$ cat config.mk
export PLATFORM = sky130hd
export DESIGN_NAME = bfs_supervisor
export DESIGN_NICKNAME = d
export VERILOG_FILES = /design/src/logic/bfs_pkg.sv /design/src/logic/bfs_osc.sv /design/src/logic/bfs_supervisor.sv
export VERILOG_INCLUDE_DIRS = /design/src /design/src/logic
export SDC_FILE = /design/constraint.sdc
export NUM_CORES = 1
export LEC_CHECK = 0
export BUFFER_PORTS_ARGS = -buffer_cell sky130_fd_sc_hd__buf_2
export CORE_MARGIN = 2
export CORE_UTILIZATION = 41
export CTS_CLUSTER_DIAMETER = 60
export DETAILED_ROUTE_END_ITERATION = 10
export PLACE_DENSITY_LB_ADDON = 0.3
export SLEW_MARGIN = 40
export SYNTH_ARGS = -nofsm -noshare
export SYNTH_HDL_FRONTEND = slang
export SYNTH_SLANG_ARGS = --single-unit
export TNS_END_PERCENT = 30
$ cat constraint.sdc
create_clock -name clk_i -period 2.11 [get_ports clk_i]
set_input_delay 0.422 -clock clk_i [delete_from_list [all_inputs] [get_ports clk_i]]
set_output_delay 0.422 -clock clk_i [all_outputs]
set_load 0.02 [all_outputs]
$ cat src/logic/bfs_defines.svh
// timing counts and field values for the buck supervisor
// assumes a single 50 mhz clock and an active-low asynchronous reset
`ifndef BFS_DEFINES_SVH
`define BFS_DEFINES_SVH
`define BFS_CLK_HZ        50000000
`define BFS_OSC_HZ        200000
`define BFS_OSC_DIV       (`BFS_CLK_HZ / `BFS_OSC_HZ)
`define BFS_SYNC_MAX_HZ   400000
`define BFS_SYNC_MIN_DIV  (`BFS_CLK_HZ / `BFS_SYNC_MAX_HZ)
`define BFS_SS_COUNTS     4096
`define BFS_DT_MAX_NS     100
`define BFS_CLK_NS        20
`define BFS_DT_CYC        (`BFS_DT_MAX_NS / `BFS_CLK_NS)
`define BFS_RAMP_FULL     8'hff
`endif

$ cat src/logic/bfs_pkg.sv
// types shared by the buck supervisor files
// assumes the defines header is compiled alongside
package bfs_pkg;
   typedef enum logic [1:0] {BFS_SOFTSTART, BFS_RUN, BFS_LATCHED} bfs_mode_t;
   typedef enum logic [1:0] {BFS_OFF, BFS_HIGH, BFS_DEAD, BFS_LOW} bfs_phase_t;
endpackage : bfs_pkg

$ cat src/logic/bfs_osc.sv
// switching oscillator: internal divider or faster external sync
// assumes sync pin already passed two flip-flops
`timescale 1ns/10ps
`include "bfs_defines.svh"
module bfs_osc #(
   parameter int DIV = `BFS_OSC_DIV,
   parameter int MIN_DIV = `BFS_SYNC_MIN_DIV
)(
   input  wire logic clk_i,
   input  wire logic resetn_i,
   input  wire logic sync_i,
   output logic      tick_o
);
   logic [15:0] cnt_reg;
   logic [15:0] cnt_next;
   logic        sync_d_reg;
   logic        tick_reg;
   logic        tick_next;
   logic        rise;

   initial
   begin
      if (DIV < 2 || DIV > 65535 || MIN_DIV > DIV)
         $error("bfs_osc: divider out of range");
   end

   // a sync edge restarts the cycle only if the period is legal (<=400 kHz)
   always_comb
   begin
      rise = sync_i && !sync_d_reg;
      tick_next = 1'b0;
      cnt_next = cnt_reg + 16'h0001;
      if ((rise && cnt_reg >= 16'(MIN_DIV - 1)) ||
          cnt_reg >= 16'(DIV - 1))
      begin
         tick_next = 1'b1;
         cnt_next = 16'h0000;
      end
   end

   always_ff @(posedge clk_i or negedge resetn_i)
   begin
      if (!resetn_i)
      begin
         cnt_reg <= 16'h0000;
         sync_d_reg <= 1'b0;
         tick_reg <= 1'b0;
      end
      else
      begin
         cnt_reg <= cnt_next;
         sync_d_reg <= sync_i;
         tick_reg <= tick_next;
      end
   end
   assign tick_o = tick_reg;
endmodule : bfs_osc

$ cat src/logic/bfs_supervisor.sv
// fault, soft-start and switch-command logic for one buck channel
// assumes comparator inputs are asynchronous; reset is power-on only
`timescale 1ns/10ps
`include "bfs_defines.svh"
module bfs_supervisor
   import bfs_pkg::*;
#(
   parameter int SS_COUNTS = `BFS_SS_COUNTS
)(
   input  wire logic       clk_i,
   input  wire logic       resetn_i,
   input  wire logic       sync_i,
   input  wire logic       low_output_boost_comparator_i,
   input  wire logic       output_undervoltage_fault_i,
   input  wire logic       output_overvoltage_fault_i,
   input  wire logic       in_regulation_i,
   input  wire logic       pwm_trip_i,
   input  wire logic       ilim_pos_i,
   input  wire logic       ilim_neg_i,
   input  wire logic       sw_zero_i,
   input  wire logic [7:0] ss_ramp_i,
   output logic            high_on_o,
   output logic            low_on_o,
   output logic            fault_latched_o,
   output logic            softstart_o
);
   import bfs_pkg::*;
   localparam int DT = (`BFS_DT_CYC < 1) ? 1 : `BFS_DT_CYC;

   initial
   begin
      if (SS_COUNTS < 2 || SS_COUNTS > 65535)
         $error("bfs_supervisor: soft-start count out of range");
   end

   // two-flop synchronisers; first stage read only by the second
   logic [9:0] s1_reg;
   logic [9:0] s2_reg;
   logic [9:0] raw;
   assign raw = {sync_i, low_output_boost_comparator_i,
                 output_undervoltage_fault_i, output_overvoltage_fault_i,
                 in_regulation_i, pwm_trip_i, ilim_pos_i, ilim_neg_i,
                 sw_zero_i, 1'b0};
   always_ff @(posedge clk_i or negedge resetn_i)
   begin
      if (!resetn_i)
      begin
         s1_reg <= 10'h000;
         s2_reg <= 10'h000;
      end
      else
      begin
         s1_reg <= raw;
         s2_reg <= s1_reg;
      end
   end
   logic sync_s, low_s, uv_s, ov_s, reg_s, trip_s, ipos_s, ineg_s, zero_s;
   assign {sync_s, low_s, uv_s, ov_s, reg_s, trip_s, ipos_s, ineg_s,
           zero_s} = s2_reg[9:1];

   // ramp pins sampled the same way; a torn sample only moves one pulse
   logic [7:0] ramp1_reg;
   logic [7:0] ramp2_reg;
   always_ff @(posedge clk_i or negedge resetn_i)
   begin
      if (!resetn_i)
      begin
         ramp1_reg <= 8'h00;
         ramp2_reg <= 8'h00;
      end
      else
      begin
         ramp1_reg <= ss_ramp_i;
         ramp2_reg <= ramp1_reg;
      end
   end

   logic tick;
   bfs_osc u_osc (
      .clk_i    (clk_i),
      .resetn_i (resetn_i),
      .sync_i   (sync_s),
      .tick_o   (tick)
   );

   // mode: soft-start, run, latched; latched has no exit but reset
   bfs_mode_t   mode_reg, mode_next;
   logic [15:0] ss_cnt_reg, ss_cnt_next;
   always_comb
   begin
      mode_next = mode_reg;
      ss_cnt_next = ss_cnt_reg;
      case (mode_reg)
         BFS_SOFTSTART: // undervoltage not read here
         begin
            if (ov_s)
               mode_next = BFS_LATCHED;
            else if (reg_s)
               mode_next = BFS_RUN;
            else if (tick)
            begin
               ss_cnt_next = ss_cnt_reg + 16'h0001;
               if (ss_cnt_reg == 16'(SS_COUNTS - 1))
                  mode_next = BFS_LATCHED;
            end
         end
         BFS_RUN:
            if (uv_s || ov_s)
               mode_next = BFS_LATCHED;
         BFS_LATCHED:
            mode_next = BFS_LATCHED;
         default:
            mode_next = BFS_LATCHED;
      endcase
   end
   always_ff @(posedge clk_i or negedge resetn_i)
   begin
      if (!resetn_i)
      begin
         mode_reg <= BFS_SOFTSTART;
         ss_cnt_reg <= 16'h0000;
      end
      else
      begin
         mode_reg <= mode_next;
         ss_cnt_reg <= ss_cnt_next;
      end
   end

   // switch phases; dead phase between the two commands
   bfs_phase_t phase_reg, phase_next;
   logic [7:0] pw_reg, pw_next;
   logic [3:0] dt_reg, dt_next;
   logic       hi_next, lo_next, hi_reg, lo_reg;
   logic       boost;
   logic       hop_next, hop_reg;
   always_comb
   begin
      boost = low_s && mode_reg == BFS_RUN;
      phase_next = phase_reg;
      pw_next = pw_reg + 8'h01;
      dt_next = dt_reg;
      case (phase_reg)
         BFS_OFF:
            if (tick || hop_reg)
            begin
               phase_next = BFS_HIGH;
               pw_next = 8'h00;
            end
         BFS_HIGH:
            // ramp width only during soft-start; boost overrides trips
            if (!boost && (ipos_s || trip_s ||
                (mode_reg == BFS_SOFTSTART && pw_reg >= ramp2_reg)))
            begin
               phase_next = BFS_DEAD;
               dt_next = 4'h0;
            end
         BFS_DEAD:
         begin
            dt_next = dt_reg + 4'h1;
            if (zero_s || dt_reg >= 4'(DT - 1))
               phase_next = BFS_LOW;
         end
         BFS_LOW:
            if (tick)
            begin
               phase_next = BFS_HIGH;
               pw_next = 8'h00;
            end
            else if (ineg_s)
               phase_next = BFS_OFF;
         default:
            phase_next = BFS_OFF;
      endcase
      if (mode_next == BFS_LATCHED)
         phase_next = BFS_LOW;
      else if (boost)
         phase_next = BFS_HIGH;
      // break before make: a new turn-on waits a cycle with both off
      hi_next = phase_next == BFS_HIGH && !lo_reg;
      lo_next = phase_next == BFS_LOW && !hi_reg;
      // deferred turn-on is kept, else every other pulse would be lost
      hop_next = phase_next == BFS_HIGH && lo_reg;
      if (hop_next)
         phase_next = BFS_OFF;
      if (phase_next == BFS_LOW && hi_reg && mode_next != BFS_LATCHED)
         phase_next = BFS_DEAD;
   end
   always_ff @(posedge clk_i or negedge resetn_i)
   begin
      if (!resetn_i)
      begin
         phase_reg <= BFS_OFF;
         pw_reg <= 8'h00;
         dt_reg <= 4'h0;
         hi_reg <= 1'b0;
         lo_reg <= 1'b0;
         hop_reg <= 1'b0;
      end
      else
      begin
         phase_reg <= phase_next;
         pw_reg <= pw_next;
         dt_reg <= dt_next;
         hi_reg <= hi_next;
         lo_reg <= lo_next;
         hop_reg <= hop_next;
      end
   end

   // status outputs registered alongside the switch commands
   logic flt_reg, ss_reg;
   always_ff @(posedge clk_i or negedge resetn_i)
   begin
      if (!resetn_i)
      begin
         flt_reg <= 1'b0;
         ss_reg <= 1'b1;
      end
      else
      begin
         flt_reg <= mode_next == BFS_LATCHED;
         ss_reg <= mode_next == BFS_SOFTSTART;
      end
   end
   assign high_on_o = hi_reg;
   assign low_on_o = lo_reg;
   assign fault_latched_o = flt_reg;
   assign softstart_o = ss_reg;

   property p_never_both;
      @(posedge clk_i) disable iff (!resetn_i) !(hi_reg && lo_reg);
   endproperty
   a_never_both: assert property (p_never_both)
      else $error("both switches on");

   property p_latch_hold;
      @(posedge clk_i) disable iff (!resetn_i) flt_reg |=> flt_reg;
   endproperty
   a_latch_hold: assert property (p_latch_hold)
      else $error("fault latch released");

   property p_latch_low;
      @(posedge clk_i) disable iff (!resetn_i)
         flt_reg ##1 flt_reg |-> ##1 (lo_reg && !hi_reg);
   endproperty
   a_latch_low: assert property (p_latch_low)
      else $error("latched state not low side on");

   property p_ov_latch;
      @(posedge clk_i) disable iff (!resetn_i)
         ov_s |=> flt_reg;
   endproperty
   a_ov_latch: assert property (p_ov_latch)
      else $error("overvoltage did not latch");

   property p_uv_run;
      @(posedge clk_i) disable iff (!resetn_i)
         uv_s && mode_reg == BFS_RUN |=> flt_reg;
   endproperty
   a_uv_run: assert property (p_uv_run)
      else $error("undervoltage did not latch");

   property p_uv_ss;
      @(posedge clk_i) disable iff (!resetn_i)
         mode_reg == BFS_SOFTSTART && !ov_s && !tick |=> !flt_reg;
   endproperty
   a_uv_ss: assert property (p_uv_ss)
      else $error("latched during soft-start");

   property p_boost;
      @(posedge clk_i) disable iff (!resetn_i)
         (boost && !uv_s && !ov_s) ##1 (boost && !uv_s && !ov_s)
            |=> hi_reg && !lo_reg;
   endproperty
   a_boost: assert property (p_boost)
      else $error("boost did not force high side");

   property p_ipos;
      @(posedge clk_i) disable iff (!resetn_i)
         phase_reg == BFS_HIGH && ipos_s && !boost |=> !hi_reg;
   endproperty
   a_ipos: assert property (p_ipos)
      else $error("high side stayed on past limit");

   property p_dead;
      @(posedge clk_i) disable iff (!resetn_i)
         phase_reg == BFS_DEAD |-> ##[1:6] (lo_reg || hi_reg);
   endproperty
   a_dead: assert property (p_dead)
      else $error("low side late after dead time");

   c_boost: cover property (@(posedge clk_i) boost ##1 hi_reg);
   c_run: cover property (@(posedge clk_i) mode_reg == BFS_RUN);
   c_latch: cover property (@(posedge clk_i) !flt_reg ##1 flt_reg);
endmodule : bfs_supervisor

==> key figures, run 1 <==
Layout
  • Fill count: 818
  • Register area: about 2200 µm²
  • Multi-input logic area: 1393 µm²
  • Most common cell after layout, fill and taps aside: dfrtp_1
  • Ant. Diodes: 0
  • Final instance area: between 4000 and 5000 µm²
  • Area grow syn2layout: 18.00%
  • Total Nets Final: 382
  • Most frequent cells in the layout: dfrtp_1 (88), nor2_1 (31), inv_1 (21), buf_2 (21)
  • Non-filler cells, final: about 460
  • Share of post-route cells with drive strength above 1: 0.2229
  • Finished Core Util: 0.4944

STA
  • Tcrit/Tclk final: 1.005
  • TNS Setup: -0.01159 ns
  • Slew headroom: 0.5628
  • Clock skew: roughly 0.011 ns
  • Fmax achieved: ~470 MHz
  • Worst slew pin tran: 0.6515 ns
  • RSZ-0062 raised after global routing: true
  • Final Hold Vio Count: 0
  • Final setup viols: 1
  • Max-slew violations: 0
  • Fin Hold WS: around 0.015 ns
  • Final min period: 2.122 ns
  • Fin worst setup slack: -0.01159 ns

Pwr
  • Worst vdd ir: 0.0005568 V
  • Leakage: 1.981 nW
  • Cell area power density: approximately 720 nW/µm²
  • Total power: 3.098 mW

Clock tree
  • Num CTS Buffers: 9
  • Cts hold-fix bufs: 0
  • Htree depth: 3
  • CTS tree: built
  • Post-CTS setup buffer count: 0
  • Clock sinks: 89
  • CTS clk-pin slew, worst paths: 0.08 ns
  • Clk_lat worst skew: approximately 0.35 ns
  • Clock tree buffer depth: 2
  • Root Buffer: clkbuf_8

Worst setup path
  • Worst setup path class: flip-flop to flip-flop
  • Flop2flop setup slack: -0.01 ns
  • Worst-path maximum fanout: 4
  • Critical path's slowest cell: dfrtp_1
  • FF-to-FF End: low_on_o
  • Reg2Reg Depth: 8
  • Critical path arrival: 2.34 ns
  • Top delay family on crit path: compound AO/OA/AOI/OAI gates
  • Crit path capture type: flip-flop
  • Worst setup SP type: flip-flop
  • CP Data Required Time: around 2.3 ns
  • Slowest stage delay, CP: 0.42 ns
  • Crit-path cells: ha_4 > and3_4 > nand3_2 > o31a_1 > and2_4 > buf_6 > a311oi_4 > nor3_1
  • Critical Path Sink: low_on_o
  • Worst path bufs/invs: 1
  • FF-to-FF Start: pw_reg[6]
  • Critical Path Start: pw_reg[6]
  • WP depth: 8

Synthesis
  • Cells after Synth: 293
  • XOR/XNOR Fraction of Synth Area: 0.06504
  • Cell Area, Synth: 3636 µm²
  • Yosys warnings: 0
  • EDFF count, synth: 0
  • Mux share of post-synthesis cell area: 0.008947
  • Largest family of logic cells by synthesized area: simple AND/OR/NAND/NOR gates
  • Cell variety after synth: 59
  • Compound-Gate Fraction of Synth Area: 0.07054
  • Mean area per synthesized cell: 12.41 µm²
  • Share of synthesized registers carrying an async set or reset: 1.000
  • Ys flop type: dfrtp_1
  • Synthesis-stage register bit count: 89
  • Sequential area share after synthesis: 0.6129
  • Synth Area in Simple Gates: 0.1518
  • Post-synthesis adder-cell area fraction: 0.06194

Global routing
  • Largest net degree at the start of global routing: 56
  • Total track usage: 0.1280
  • Vias in the first global route: 2212
  • Congestion Overflow GR: 0
  • Global-route wire length before repair: 10.04 mm
  • Initial antenna violation count: 0

Outcome
  • Status: finished, violations left
  • Failing checks: setup timing

Routing
  • Via Count: 2189
  • Routed WL: 5.545 mm
  • Final ANT Viol Nets: 0
  • DRC violations left: 0
  • Vias per Instance: 4.779
  • Initial DRC count: just under 70
  • First-pass iteration count of the detailed router: 4
  • DR WL/cell: between 10 and 15 µm

Die
  • I/O pins: 23
  • Die area: 9637 µm²
  • Core area: roughly 8700 µm²
  • Horiz. Die Dim: 98.17 µm
  • Die Y: 98.17 µm
  • Row cnt: 34
  • Starting density of the core: 0.4190

Place
  • Placer Congestion: 0.8010
  • Placed instance area: 4016 µm²
  • DP HPWL: 3.949 mm
  • # port buffers: 22
  • Post-place setup slack: -0.06110 ns
  • Placed Cells incl. Taps: 442

Worst hold path
  • Type of the worst min-delay path: input port to asynchronous set/reset pin

Flow run
  • Maxcap violations: 0
-- routing by layer --
layer  wire (µm)  up-vias  track usage
met5           0        -            0
met4          92        0      0.04742
met3         177        9      0.03436
met2        2496       28       0.1870
met1        2778     1062       0.1847
li1            -     1090            -
-- cells by family after synthesis --
logic type / Yosys count
AO/OA/AOI/OAI: 31
multiplexers: 3
other: 1
XOR/XNOR: 27
AND/OR/NAND/NOR: 98
flip-flops: 89
adder cells (fa/ha/maj): 18
buffers and inverters: 26
-- synthesized netlist by cell type, drive strengths merged, types with 2 or more instances --
cell type	count	area (µm²)
nor4b	2	17.52
nor2	31	116.4
dfrtp	88	2202
nor3b	2	15.01
a211oi	3	27.52
nor4	4	31.28
and3	7	48.80
o22ai	2	12.51
a21oi	3	15.01
xnor2	16	140.1
a31o	2	17.52
o21a	2	15.01
a22o	2	17.52
nand2	12	45.04
nand4	4	46.29
nor3	7	55.05
o21ai	5	36.28
nand3	16	80.08
xor2	11	96.34
inv	24	90.09
nor2b	3	21.27
and2	4	26.28
ha	18	225.2
mux2	2	22.52
-- report_power, final --
group	internal [mW]	switching, mW
sequential	1.75	0.0205
clock	0.669	0.558
combinational	0.0405	0.0567
-- how the worst min path moves through the flow --
| stage | startpoint | to | slack (ns) | cells after the start |
|---|---|---|---|---|
| finish | resetn_i | ramp1_reg[0] | 0.01 | 1 |
| detailed placement | ramp1_reg[1] | ramp2_reg[1] | 0.33 | 0 |
| CTS | resetn_i | ramp1_reg[1] | 0.01 | 1 |
| global placement | ramp1_reg[3] | ramp2_reg[3] | 0.33 | 0 |
| floorplan | resetn_i | dt_reg[0] | 0.13 | 0 |
| global route | resetn_i | pw_reg[2] | 0.04 | 1 |
-- area by class of cell --
class,instances,area share
inverter,24,0.02100
multi-input combinational,185,0.3246
clock buffer,11,0.03062
timing repair buffer,36,0.05453
sequential,89,0.5194
tap,108,0.03150
clock inverter,5,0.01837
-- repair_timing --
action,CTS,global route
endpoints found under the hold margin,0,0
pin swaps,2,9
cloned,0,0
endpoints found under the setup margin,7,9
gates resized for setup,2,8
No activity file was read; power rests on OpenSTA's default activity.
==> inputs of run 2 (changes only) <==
--- a/config.mk
+++ b/config.mk
@@ -7,10 +7,11 @@
 export NUM_CORES = 1
 export LEC_CHECK = 0
 export BUFFER_PORTS_ARGS = -buffer_cell sky130_fd_sc_hd__buf_2
-export CORE_MARGIN = 2
+export CORE_MARGIN = 5
 export CORE_UTILIZATION = 41
 export CTS_CLUSTER_DIAMETER = 60
 export DETAILED_ROUTE_END_ITERATION = 10
+export HOLD_SLACK_MARGIN = 0.08
 export PLACE_DENSITY_LB_ADDON = 0.3
 export SLEW_MARGIN = 40
 export SYNTH_ARGS = -nofsm -noshare
==> key figures, run 2 (synthesis gave the netlist of run 1 again) <==
Pwr
  • Sw power: 0.6746 mW (+6.2%)
  • Switching Share: 0.2210 (+0.01599)
  • Comb pwr share: 0.033 (+0.002)
  • Clock power share: 0.386 (-0.010)
  • Internal power: 2.377 mW (-3.5%)
  • Worst vdd ir: 0.0003952 V (-29%)
  • Leakage: 1.966 nW (-0.76%)
  • Sequential power share: 0.581 (+0.008)
  • Cell area power density: 719.2 nW/µm² (-0.38%)

Routing
  • Routed WL: 5.762 mm (+3.9%)
  • DR WL/cell: 12.64 µm (+4.4%)
  • Via Count: 2192 (+0.14%)
  • Final ANT Viol Nets: 0 (unchanged)
  • Initial DRC count: 38 (-45%)
  • First-pass iteration count of the detailed router: 4 (unchanged)
  • DRC violations left: 0 (unchanged)
  • Vias per Instance: 4.807 (+0.58%)

Global routing
  • Initial antenna violation count: 0 (unchanged)
  • Global-route wire length before repair: 10.43 mm (+3.8%)
  • Total track usage: 0.1165 (-0.01152)
  • Vias in the first global route: 2243 (+1.4%)
  • Largest net degree at the start of global routing: 37 (-34%)
  • Congestion Overflow GR: 0 (unchanged)

Clock tree
  • Htree depth: 3 (unchanged)
  • Num CTS Buffers: 9 (unchanged)
  • Clock sinks: 89 (unchanged)
  • CTS clk-pin slew, worst paths: 0.09 ns (about the same)
  • Root Buffer: clkbuf_8
  • Clk_lat worst skew: 0.36 ns (about the same)
  • Clock tree buffer depth: 2 (unchanged)
  • CTS tree: built

Die
  • Starting density of the core: 0.4190 (unchanged)
  • Core area: 8678 µm² (unchanged)
  • Die Y: 104.2 µm (+6.1%)
  • Horiz. Die Dim: 104.2 µm (+6.1%)
  • Row cnt: 34 (unchanged)
  • I/O pins: 23 (unchanged)
  • Die area: 10850 µm² (+13%)

STA
  • Fmax achieved: 482.5 MHz (+2.4%)
  • Fin Hold WS: 0.1642 ns (+0.1492 ns)
  • RSZ-0062 raised after global routing: true
  • TNS Setup: 0 ns (+0.01159 ns)
  • Slew headroom: 0.5557 (-0.007071)
  • Final setup viols: 0 (-1)
  • Clock skew: 0.009050 ns (-0.002363 ns)
  • Final min period: 2.072 ns (-0.04914 ns)
  • Worst slew pin tran: 0.6620 ns (+0.01054 ns)
  • Max-slew violations: 0 (unchanged)
  • Tcrit/Tclk final: 0.9822 (-0.02329)
  • Final Hold Vio Count: 0 (unchanged)

Worst setup path
  • CP Data Required Time: 2.35 ns (+0.02 ns)
  • Flop2flop setup slack: 0.04 ns (+0.05 ns)
  • Worst setup path class: flip-flop to flip-flop
  • Worst setup SP type: flip-flop
  • Critical path arrival: 2.31 ns (-0.03 ns)
  • Crit path capture type: flip-flop
  • Worst-path maximum fanout: 4 (unchanged)

Outcome
  • Status: complete, no violations

Layout
  • Most common cell after layout, fill and taps aside: dfrtp_1
  • Most frequent cells in the layout: dfrtp_1 (88), nor2_1 (31), inv_1 (21), buf_2 (21), ha_1 (18)
  • Ant. Diodes: 0 (unchanged)
  • Total Nets Final: 380 (-0.52%)
  • Area grow syn2layout: 16.69%
  • Share of post-route cells with drive strength above 1: 0.2155 (-0.007340)
  • Fill count: 825 (+0.86%)

Flow run
  • Maxcap violations: 0 (unchanged)

Place
  • DP HPWL: 4.022 mm (+1.8%)
  • Placer Congestion: 0.8033 (+0.29%)
  • # port buffers: 22 (unchanged)

Worst hold path
  • Type of the worst min-delay path: input port to flip-flop
==> run 2: final timing paths <==
path	start	to	cells past startpoint
worst min-delay path	sync_i	s1_reg[9]	1
min in group asynchronous	resetn_i	ramp2_reg[3]	2
worst max register to register	ramp2_reg[0]	dt_reg[0]	7
worst max-delay path	ramp2_reg[0]	dt_reg[0]	7
worst min register to register	s1_reg[4]	s2_reg[4]	0
max in group asynchronous	resetn_i	s1_reg[5]	3
==> run 2: critical path, cell delays in order, from the launching register on <==
cell       delay, ns
dfrtp_1         0.38
ha_1            0.29
nand2b_4        0.15
a2111oi_4       0.28
o31a_1          0.28
a21boi_2        0.11
o21a_1          0.21
mux2_2          0.26
==> run 2: what timing repair did <==
item	in CTS	in global routing
gates resized for setup	2	6
gates cloned	0	0
hold buffers	1	0
hold endpoints to repair	32	0
endpoints found under the setup margin	5	8
buffers inserted	0	2
pin swaps	2	6
==> run 2: layout make-up <==
class / instances / area, µm² / area share
timing repair buffer: 34 / 217.7 / 0.05131
sequential: 89 / 2228 / 0.5252
tap: 108 / 135.1 / 0.03185
clock inverter: 6 / 65.06 / 0.01533
inverter: 24 / 90.09 / 0.02123
multi-input combinational: 185 / 1369 / 0.3226
clock buffer: 10 / 137.6 / 0.03244
==> run 2: layer usage <==
layer / share of wire / vias up / GRT usage
met5: 0 / - / 0
met4: 0.019 / 0 / 0.05550
met3: 0.039 / 9 / 0.03228
met2: 0.45 / 33 / 0.1648
met1: 0.50 / 1065 / 0.1649
li1: - / 1085 / -
==> run 2: power by group through the flow <==
| stage | clock network (mW) | registers [mW] | logic (mW) |
|---|---|---|---|
| after floorplan | 0 | 1.80 | 0.0292 |
| after global placement | 0 | 1.81 | 0.0912 |
| after detailed placement | 0 | 1.81 | 0.0937 |
| after CTS | 1.21 | 1.77 | 0.0976 |
| after global routing | 1.28 | 1.78 | 0.119 |
| final | 1.18 | 1.77 | 0.100 |
==> run 2: through the flow <==
stage	utilization	power [mW]	setup slack (ns)	area, µm²	cells
after floorplan	-	1.831	0.07103	3662	300
after global placement	0.4585	1.897	-0.02805	3979	437
after detailed placement	0.4585	1.902	-0.04673	3979	437
after CTS	0.4837	3.086	0.0009499	4198	454
after global routing	0.4889	3.181	-0.04233	4243	456
final	0.4889	3.052	0.03755	4243	456
